$ cat src/common/tsp_pkg.sv
/*
  Shared constants, types and decoding for the two-wire command port slave.
  Assumes a single 100 MHz clock domain and a nonvolatile address field held
  elsewhere on the chip, loaded into the port after reset.
*/
// Behaviour
// An active-low reset returns all port state to its initial condition, even while asleep.
// With the sleep request low the port works; with it high the port ignores SDA and SCL.
// For 50 ms after the sleep request falls the port honours no bus transition.
// The port accepts commands 60 ms after reset release, later while a security delay holds.
// The port is a pure slave and never holds SCL low.
// Bit 0 of the address byte gives direction: one is slave to master, zero is master to slave.
// Only command-path writes carry a command code byte, right after the address byte.
// A size byte precedes operand or output bytes; status reads carry no size byte.
// The upper six address bits are compared with the stored bus address; a mismatch is NACKed.
// The stored bus address field starts at 0xC0 in a fresh part.
// While busy, an address byte selecting the command path is NACKed.
// The size should match the command's operand count; a mismatch is handled per command.
// A master sharing the bus with a companion chip gives each chip its own address.
// Address bit 1 at zero selects the command path, at one the single status byte read.
// Status reads are accepted at any time, busy or in a penalty.
// While asleep, starting up or otherwise unable, the port leaves SDA released (no ACK).
package tsp_pkg;

  // ************************************************************
  // Timing
  // ************************************************************
  localparam int unsigned CLK_PERIOD_NS = 10;
  localparam int unsigned NS_PER_MS = 1000000;
  localparam int unsigned WAKE_DELAY_MS = 50;
  localparam int unsigned STARTUP_DELAY_MS = 60;
  localparam int unsigned WAKE_CYCLES_DEF = WAKE_DELAY_MS * NS_PER_MS / CLK_PERIOD_NS;
  localparam int unsigned STARTUP_CYCLES_DEF = STARTUP_DELAY_MS * NS_PER_MS / CLK_PERIOD_NS;
  localparam int unsigned DELAY_CNT_W = 23;

  // ************************************************************
  // Byte and address layout
  // ************************************************************
  localparam int unsigned BYTE_W = 8;
  localparam int unsigned RX_W = BYTE_W + 1;
  localparam int unsigned RW_BIT = 0;
  localparam int unsigned SEL_BIT = 1;
  localparam int unsigned MATCH_LSB = 2;
  localparam logic RW_READ = 1'b1;
  localparam logic SEL_STATUS = 1'b1;
  localparam logic [7:0] DEV_ADDR_SHIPPED = 8'hC0;
  localparam logic [2:0] LAST_BIT = 3'h7;

  // ************************************************************
  // Types and decoding
  // ************************************************************
  typedef enum logic [3:0] {
    ST_IDLE, ST_ADDR, ST_ADDR_DEC, ST_ADDR_ACK, ST_WR, ST_WR_DEC, ST_WR_ACK,
    ST_RD, ST_RD_ACK, ST_RD_MORE, ST_WAIT
  } tsp_state_t;

  // Upper six address bits against the stored field
  function automatic logic tsp_addr_hit(input logic [7:0] addr, input logic [7:0] field);
    return addr[BYTE_W-1:MATCH_LSB] == field[BYTE_W-1:MATCH_LSB];
  endfunction

endpackage

$ cat src/common/tsp_byte_if.sv
/*
  Valid/ready byte carrier between the port logic and its receive buffer.
  Assumes both ends share one clock.
*/
`timescale 1ns/1ps
interface tsp_byte_if import tsp_pkg::*; ();
  logic valid;
  logic ready;
  logic [RX_W-1:0] data;
  modport src (output valid, output data, input ready);
  modport dst (input valid, input data, output ready);
endinterface

$ cat src/core/tsp_rx_buffer.sv
/*
  Two-entry receive buffer; entry 0 is always the head so outputs are flops.
  Assumes fill and drain share the clock of the port.
*/
`timescale 1ns/1ps
module tsp_rx_buffer import tsp_pkg::*; (
  input wire logic clock,
  input wire logic rst_n,
  tsp_byte_if.dst fill,
  tsp_byte_if.src drain
);

  logic [RX_W-1:0] mem [0:1];
  logic [RX_W-1:0] next_mem [0:1];
  logic [1:0] full;
  logic [1:0] next_full;
  logic pop;
  logic push;

  // ************************************************************
  // Next entries: pop shifts down, push takes first free slot
  // ************************************************************
  always_comb begin
    next_mem = mem;
    next_full = full;
    pop = full[0] && drain.ready;
    push = fill.valid && !full[1];
    if (pop) begin
      next_mem[0] = mem[1];
      next_full = {1'b0, full[1]};
    end
    if (push) begin
      if (!next_full[0]) begin
        next_mem[0] = fill.data;
        next_full[0] = 1'b1;
      end else begin
        next_mem[1] = fill.data;
        next_full[1] = 1'b1;
      end
    end
  end

  // Entry registers
  always_ff @(posedge clock or negedge rst_n) begin
    if (!rst_n) begin
      full <= 2'h0;
      for (int i = 0; i < 2; i++) begin
        mem[i] <= '0;
      end
    end else begin
      full <= next_full;
      mem <= next_mem;
    end
  end

  assign fill.ready = !full[1];
  assign drain.valid = full[0];
  assign drain.data = mem[0];

endmodule

$ cat src/core/tsp_slave.sv
/*
  Two-wire slave command port: address decode, ACK/NACK, byte receive into
  a buffer, byte transmit from the command core or status, startup and sleep
  gating. Assumes pins arrive asynchronously and the core runs on clock.
*/
`timescale 1ns/1ps
module tsp_slave import tsp_pkg::*; #(
  parameter int unsigned WAKE_CYCLES = WAKE_CYCLES_DEF,
  parameter int unsigned STARTUP_CYCLES = STARTUP_CYCLES_DEF
) (
  input wire logic clock,
  input wire logic rst_n,
  input wire logic scl_in,
  input wire logic sda_in,
  output logic sda_out,
  output logic sda_oe,
  input wire logic sleep_request_input,
  input wire logic security_delay,
  input wire logic busy,
  input wire logic nv_addr_load,
  input wire logic [7:0] nv_addr_value,
  input wire logic [7:0] status_byte,
  input wire logic [7:0] tx_data,
  output logic tx_take,
  output logic rx_valid,
  output logic [7:0] rx_data,
  output logic rx_is_cmd,
  input wire logic rx_ready,
  output logic wr_stop,
  output logic port_ready
);

  // ************************************************************
  // Declarations
  // ************************************************************
  logic scl_m, scl_s, scl_d;
  logic sda_m, sda_s, sda_d;
  logic slp_m, slp_s;
  logic next_scl_d, next_sda_d;
  logic scl_rise, scl_fall, bus_start, bus_stop;
  logic [DELAY_CNT_W-1:0] delay_cnt, next_delay_cnt;
  logic next_port_ready;
  logic [7:0] dev_addr, next_dev_addr;
  tsp_state_t state, next_state;
  logic [2:0] bit_cnt, next_bit_cnt;
  logic [7:0] shreg, next_shreg;
  logic rw, next_rw;
  logic sel, next_sel;
  logic first_byte, next_first_byte;
  logic in_write, next_in_write;
  logic next_sda_oe, next_tx_take, next_wr_stop;
  logic push_valid, next_push_valid;
  logic [RX_W-1:0] push_data, next_push_data;
  logic addr_ok;
  logic do_load;

  tsp_byte_if fill_if ();
  tsp_byte_if drain_if ();

  // ************************************************************
  // Pin synchronisers
  // ************************************************************
  // Two flops per pin; only the second stage is read by logic
  always_ff @(posedge clock or negedge rst_n) begin
    if (!rst_n) begin
      scl_m <= 1'b1;
      scl_s <= 1'b1;
      sda_m <= 1'b1;
      sda_s <= 1'b1;
      slp_m <= 1'b0;
      slp_s <= 1'b0;
    end else begin
      scl_m <= scl_in;
      scl_s <= scl_m;
      sda_m <= sda_in;
      sda_s <= sda_m;
      slp_m <= sleep_request_input;
      slp_s <= slp_m;
    end
  end

  // Previous synced levels for edge and condition detection
  always_comb begin
    next_scl_d = scl_s;
    next_sda_d = sda_s;
  end

  always_ff @(posedge clock or negedge rst_n) begin
    if (!rst_n) begin
      scl_d <= 1'b1;
      sda_d <= 1'b1;
    end else begin
      scl_d <= next_scl_d;
      sda_d <= next_sda_d;
    end
  end

  // Bus events; all ignored while sleeping
  assign scl_rise = scl_s && !scl_d;
  assign scl_fall = !scl_s && scl_d;
  assign bus_start = scl_s && scl_d && sda_d && !sda_s;
  assign bus_stop = scl_s && scl_d && !sda_d && sda_s;

  // ************************************************************
  // Startup, wake delay and stored address
  // ************************************************************
  // Counter reloads while asleep, counts down after wake or reset
  always_comb begin
    next_delay_cnt = delay_cnt;
    next_port_ready = port_ready;
    next_dev_addr = dev_addr;
    if (nv_addr_load) begin
      next_dev_addr = nv_addr_value;
    end
    if (slp_s) begin
      next_delay_cnt = DELAY_CNT_W'(WAKE_CYCLES);
      next_port_ready = 1'b0;
    end else if (delay_cnt != '0) begin
      next_delay_cnt = delay_cnt - DELAY_CNT_W'(1);
    end else if (!security_delay) begin
      next_port_ready = 1'b1;
    end
  end

  always_ff @(posedge clock or negedge rst_n) begin
    if (!rst_n) begin
      delay_cnt <= DELAY_CNT_W'(STARTUP_CYCLES);
      port_ready <= 1'b0;
      dev_addr <= DEV_ADDR_SHIPPED;
    end else begin
      delay_cnt <= next_delay_cnt;
      port_ready <= next_port_ready;
      dev_addr <= next_dev_addr;
    end
  end

  // ************************************************************
  // Address acceptance
  // ************************************************************
  // Status reads always; command path only when idle
  always_comb begin
    addr_ok = 1'b0;
    if (tsp_addr_hit(shreg, dev_addr)) begin
      if (shreg[SEL_BIT] == SEL_STATUS) begin
        addr_ok = (shreg[RW_BIT] == RW_READ);
      end else begin
        addr_ok = !busy;
      end
    end
  end

  // ************************************************************
  // Bus state machine
  // ************************************************************
  // SCL is input only; the port never stretches the clock
  always_comb begin
    next_state = state;
    next_bit_cnt = bit_cnt;
    next_shreg = shreg;
    next_rw = rw;
    next_sel = sel;
    next_first_byte = first_byte;
    next_in_write = in_write;
    next_sda_oe = sda_oe;
    next_tx_take = 1'b0;
    next_wr_stop = 1'b0;
    next_push_valid = 1'b0;
    next_push_data = push_data;
    do_load = 1'b0;
    if (slp_s || !port_ready) begin
      next_state = ST_IDLE;
      next_sda_oe = 1'b0;
      next_in_write = 1'b0;
    end else if (bus_stop) begin
      next_state = ST_IDLE;
      next_sda_oe = 1'b0;
      next_wr_stop = in_write;
      next_in_write = 1'b0;
    end else if (bus_start) begin
      next_state = ST_ADDR;
      next_bit_cnt = 3'h0;
      next_sda_oe = 1'b0;
      next_wr_stop = in_write;
      next_in_write = 1'b0;
    end else begin
      unique case (state)
        ST_IDLE, ST_WAIT: begin
          next_sda_oe = 1'b0;
        end
        ST_ADDR: begin
          if (scl_rise) begin
            next_shreg = {shreg[BYTE_W-2:0], sda_s};
            next_bit_cnt = bit_cnt + 3'h1;
            if (bit_cnt == LAST_BIT) begin
              next_state = ST_ADDR_DEC;
            end
          end
        end
        ST_ADDR_DEC: begin
          if (scl_fall) begin
            next_rw = shreg[RW_BIT];
            next_sel = shreg[SEL_BIT];
            if (addr_ok) begin
              next_sda_oe = 1'b1;
              next_state = ST_ADDR_ACK;
            end else begin
              next_state = ST_WAIT;
            end
          end
        end
        ST_ADDR_ACK: begin
          if (scl_fall) begin
            if (rw == RW_READ) begin
              do_load = 1'b1;
            end else begin
              next_sda_oe = 1'b0;
              next_state = ST_WR;
              next_bit_cnt = 3'h0;
              next_first_byte = 1'b1;
              next_in_write = 1'b1;
            end
          end
        end
        ST_WR: begin
          if (scl_rise) begin
            next_shreg = {shreg[BYTE_W-2:0], sda_s};
            next_bit_cnt = bit_cnt + 3'h1;
            if (bit_cnt == LAST_BIT) begin
              next_state = ST_WR_DEC;
            end
          end
        end
        ST_WR_DEC: begin
          if (scl_fall) begin
            // A full buffer refuses the byte with a NACK
            if (fill_if.ready) begin
              next_push_valid = 1'b1;
              next_push_data = {first_byte, shreg};
              next_first_byte = 1'b0;
              next_sda_oe = 1'b1;
              next_state = ST_WR_ACK;
            end else begin
              next_state = ST_WAIT;
            end
          end
        end
        ST_WR_ACK: begin
          if (scl_fall) begin
            next_sda_oe = 1'b0;
            next_bit_cnt = 3'h0;
            next_state = ST_WR;
          end
        end
        ST_RD: begin
          if (scl_fall) begin
            next_bit_cnt = bit_cnt + 3'h1;
            if (bit_cnt == LAST_BIT) begin
              next_sda_oe = 1'b0;
              next_state = ST_RD_ACK;
            end else begin
              next_shreg = {shreg[BYTE_W-2:0], 1'b0};
              next_sda_oe = !shreg[BYTE_W-2];
            end
          end
        end
        ST_RD_ACK: begin
          if (scl_rise) begin
            next_state = sda_s ? ST_WAIT : ST_RD_MORE;
          end
        end
        ST_RD_MORE: begin
          if (scl_fall) begin
            do_load = 1'b1;
          end
        end
        default: begin
          next_state = ST_IDLE;
        end
      endcase
      // Load next outgoing byte and drive its first bit
      if (do_load) begin
        if (sel == SEL_STATUS) begin
          next_shreg = status_byte;
        end else begin
          next_shreg = tx_data;
          next_tx_take = 1'b1;
        end
        next_sda_oe = (sel == SEL_STATUS) ? !status_byte[BYTE_W-1] : !tx_data[BYTE_W-1];
        next_bit_cnt = 3'h0;
        next_state = ST_RD;
      end
    end
  end

  // State registers
  always_ff @(posedge clock or negedge rst_n) begin
    if (!rst_n) begin
      state <= ST_IDLE;
      bit_cnt <= 3'h0;
      shreg <= 8'h00;
      rw <= 1'b0;
      sel <= 1'b0;
      first_byte <= 1'b0;
      in_write <= 1'b0;
      sda_oe <= 1'b0;
      sda_out <= 1'b0;
      tx_take <= 1'b0;
      wr_stop <= 1'b0;
      push_valid <= 1'b0;
      push_data <= '0;
    end else begin
      state <= next_state;
      bit_cnt <= next_bit_cnt;
      shreg <= next_shreg;
      rw <= next_rw;
      sel <= next_sel;
      first_byte <= next_first_byte;
      in_write <= next_in_write;
      sda_oe <= next_sda_oe;
      sda_out <= 1'b0; // Open drain: only ever pulls low
      tx_take <= next_tx_take;
      wr_stop <= next_wr_stop;
      push_valid <= next_push_valid;
      push_data <= next_push_data;
    end
  end

  // ************************************************************
  // Receive buffer
  // ************************************************************
  assign fill_if.valid = push_valid;
  assign fill_if.data = push_data;
  assign drain_if.ready = rx_ready;

  tsp_rx_buffer tsp_rx_buffer_i (
    .clock (clock),
    .rst_n (rst_n),
    .fill (fill_if.dst),
    .drain (drain_if.src)
  );

  // Buffer head flops straight to ports
  assign rx_valid = drain_if.valid;
  assign rx_data = drain_if.data[BYTE_W-1:0];
  assign rx_is_cmd = drain_if.data[BYTE_W];

endmodule

$ cat config.mk
export PLATFORM = sky130hd
export DESIGN_NAME = tsp_slave
export DESIGN_NICKNAME = d
export VERILOG_FILES = /design/src/common/tsp_pkg.sv /design/src/common/tsp_byte_if.sv /design/src/core/tsp_rx_buffer.sv /design/src/core/tsp_slave.sv
export SDC_FILE = /design/constraint.sdc
export NUM_CORES = 1
export LEC_CHECK = 0
export ABC_CLOCK_PERIOD_IN_PS = 2400
export BUFFER_PORTS_ARGS = -buffer_cell sky130_fd_sc_hd__buf_2
export CAP_MARGIN = 20
export CORE_UTILIZATION = 59
export DETAILED_ROUTE_END_ITERATION = 8
export PLACE_DENSITY_LB_ADDON = 0.08
export SYNTH_ARGS = -nofsm -noshare
export SYNTH_HDL_FRONTEND = slang
export SYNTH_SLANG_ARGS = --single-unit
$ cat constraint.sdc
create_clock -name clock -period 2.4 [get_ports clock]
set_input_delay 0.36 -clock clock [delete_from_list [all_inputs] [get_ports clock]]
set_output_delay 0.36 -clock clock [all_outputs]
set_load 0.03 [all_outputs]
==> flow_summary.toml <==
[setup_path]
critPathMaxFanout = 8
cp_data_required_time_ps = 2640
start_kind = "flip-flop"
worstSetupEndpointType = "flip-flop"
crit_arrival_ps = 2520
crit_type = "reg2reg"

[logic_synthesis]
synthArstFlopShare = 1.00
synth_cell_types = 50
synth_top_area_share = 0.394
yosys_most_used_dff = "dfrtp_1"
yosysMostFrequentCell = "dfrtp_1"
synth_edf_count = 0
syn_area_sq_um = 4570
synth_top_area_cell = "dfrtp_1"
ys_top_cells_by_area = "dfrtp_1 39%, dfstp_2 10%, mux2_2 9.6%"
yosys_warnings = 0
synth_commonest_cells = "72 x dfrtp_1, 56 x nor2_1, 39 x mux2_2, 31 x a21oi_1, 26 x nand2_1"
synth-seq-cells = 90
netlist_instances = 444
yosysSeqAreaShare = 0.498
syn-mean-instance-area_sq_um = 10.3
syn_nets = 480

[die]
placeableCoreArea_sq_um = 7370
rows = 31
dieArea_sq_um = 8110
die_w_microns = 90.0
initial_utilization = 0.620
die_y_microns = 90.0
ios = 48

[routing]
drt_iter0_markers = 163
first_pass_iters = 5
drtAntennaViolNets = 0
post_drt_wl_per_cell_microns = 14.3
drc = 0
avgViaCountPerCell = 5.57
vias = 3287
routed_wl_mm = 8.46

[power]
cellPowerDensity_nw_per_um2 = 564
p_leak_nw = 2.38
power_mw = 2.88
ir_worst_vdd_mv = 0.379

[place]
gp_congestion = 0.884
port_buffers = 44
hpwl_mm = 5.93

[global_routing]
grt_pass1_vias = 3178
globalRoute.totalOverflow = 0
grtUsageTotal = 0.225
antenna_found_initial = 0
grt_max_degree = 41
grt_pass1_wl_mm = 14.8

[final_layout]
fill_cells = 579
num-nets-final = 522
multi_input_area_sq_um = 2110
n_antenna_cell = 0
area_growth_pct = 11.7
seq_area_sq_um = 2280
drive_gt1_frac = 0.281

[sta]
max_slew.worst_pin.slew_ps = 647
maxSlewViolCount = 0
slew_headroom = 0.569
period_minus_slack_ps = 2270
skew_ps = 10.6
setup_viol = 0
finalCritPeriodShare = 0.947
max_clock_freq_ghz = 0.440
finalSetupTns_ps = 0
rsz0062_at_grt = "no"
hold_viol_final = 0

[clocking]
numCtsBuffers = 9
clock_path_buffers = 2
cts_max_level = 3
worst_skew_pair.late_latency_ps = 360
cts_root_buffer = "clkbuf_8"
clock_sinks = 90
cts_tree = "done"
clkTransAtPathRegs_ps = 90
cts_setup_buffers = 0

[flow_run]
drv_cap = 0

[worst_hold_path]
hold_class = "in2reg"

[outcome]
outcome = "completed"
## power breakdown
part	switching (mW)	leakage, nW	internal (mW)
Combinational	0.121	1.12	0.0927
Sequential	0.0361	1.15	1.57
Clock	0.573	0.104	0.489
## placed cells by master (no fill, tap or decap), types with 4 or more instances in the layout
cell type / instances
dfrtp_1: 71
nor2_1: 56
buf_2: 43
mux2_2: 39
a21oi_1: 31
nand2_1: 26
mux2i_1: 21
dfstp_2: 18
buf_4: 14
nand2b_1: 13
inv_1: 13
o21ai_0: 13
xor2_1: 13
nand3_1: 10
nor3_1: 9
xnor2_1: 9
clkbuf_8: 9
nor2b_1: 8
and2_1: 5
a31oi_1: 5
or3_1: 5
and3_1: 4
nand3b_1: 4
## cell families (layout without fill, tap and decap cells)
logic type                 Yosys count  after routing  synth area share
AOI/OAI and AO/OA                   66             66            0.0837
xor gates and xnor gates            22             22            0.0421
adders and majority gates            3              3           0.00821
buffers and inverters               41             88            0.0413
DFF                                 90             90             0.498
muxes                               60             60             0.142
other                                1              1          0.000820
and+or+nand+nor                    161            161             0.184
## registers in the layout, summed over array words and instances, names as in the netlist, 2 cells and up
| name | flops |
|---|---|
| tsp_rx_buffer_i.mem | 9 |
| tsp_rx_buffer_i.drain.data | 9 |
| shreg | 8 |
| fill_if.data | 9 |
| dev_addr | 6 |
| tsp_rx_buffer_i.full | 2 |
| delay_cnt | 23 |
| state | 4 |
| bit_cnt | 3 |
## worst max-delay path, cell delays in order, from the launching register on
cell and delay [ps]:
dfrtp_1 410, or4_1 640, nor4b_4 420, a31o_2 290, nor3_1 60, or3b_1 340
## per-layer routing
| layer | vias to the layer above | routed length, microns | track usage |
|---|---|---|---|
| met3 | 17 | 279 | 0.0305 |
| li1 | 1614 | - | - |
| met2 | 73 | 3990 | 0.354 |
| met4 | 0 | 174 | 0.0981 |
| met5 | - | 0 | 0 |
| met1 | 1583 | 4020 | 0.313 |
## metrics by stage
step / cell area [sq um] / util / instances / hold WS [ps] / worst slack (ps)
2_1_floorplan: 4570 / - / 444 / 64.4 / 278
3_3_place_gp: 4900 / 0.664 / 573 / 334 / 156
3_5_place_dp: 4900 / 0.664 / 573 / 338 / 115
4_1_cts: 5100 / 0.693 / 590 / 77.5 / 103
5_1_grt: 5110 / 0.693 / 590 / 79.4 / 25.8
6_report: 5110 / 0.693 / 590 / 94.6 / 126
## worst paths after layout
path | start | end | slack (ps) | depth (start not counted)
worst max-delay path | delay_cnt[14]$_DFFE_PN0P_ | delay_cnt[9]$_DFFE_PN0P_ | 130 | 5
worst min-delay path | sda_in | sda_m$_DFF_PN1_ | 90 | 1
worst max register to register | delay_cnt[14]$_DFFE_PN0P_ | delay_cnt[9]$_DFFE_PN0P_ | 130 | 5
worst min register to register | scl_m$_DFF_PN1_ | next_scl_d$_DFF_PN1_ | 360 | 0
max in group asynchronous | rst_n | dev_addr[6]$_DFFE_PN1P_ | 1210 | 3
min in group asynchronous | rst_n | tsp_rx_buffer_i.drain.data[2]$_DFF_PN0_ | 500 | 2
## repair_timing
| action | 4_1_cts | 5_1_grt |
|---|---|---|
| hold buffers | 1 | 0 |
| endpoints found under the hold margin | 35 | 0 |
| endpoints found under the setup margin | 0 | 3 |
| gates resized for setup | 0 | 1 |
## area by class of cell
type / count / share of cell area
clock buffers: 9 / 0.0243
clock inverters: 7 / 0.0147
inverters: 13 / 0.00956
multi-input cells: 313 / 0.413
flip-flops and latches: 90 / 0.446
well taps: 99 / 0.0243
repair buffers: 59 / 0.0686
(Power assumes the default switching activity.)
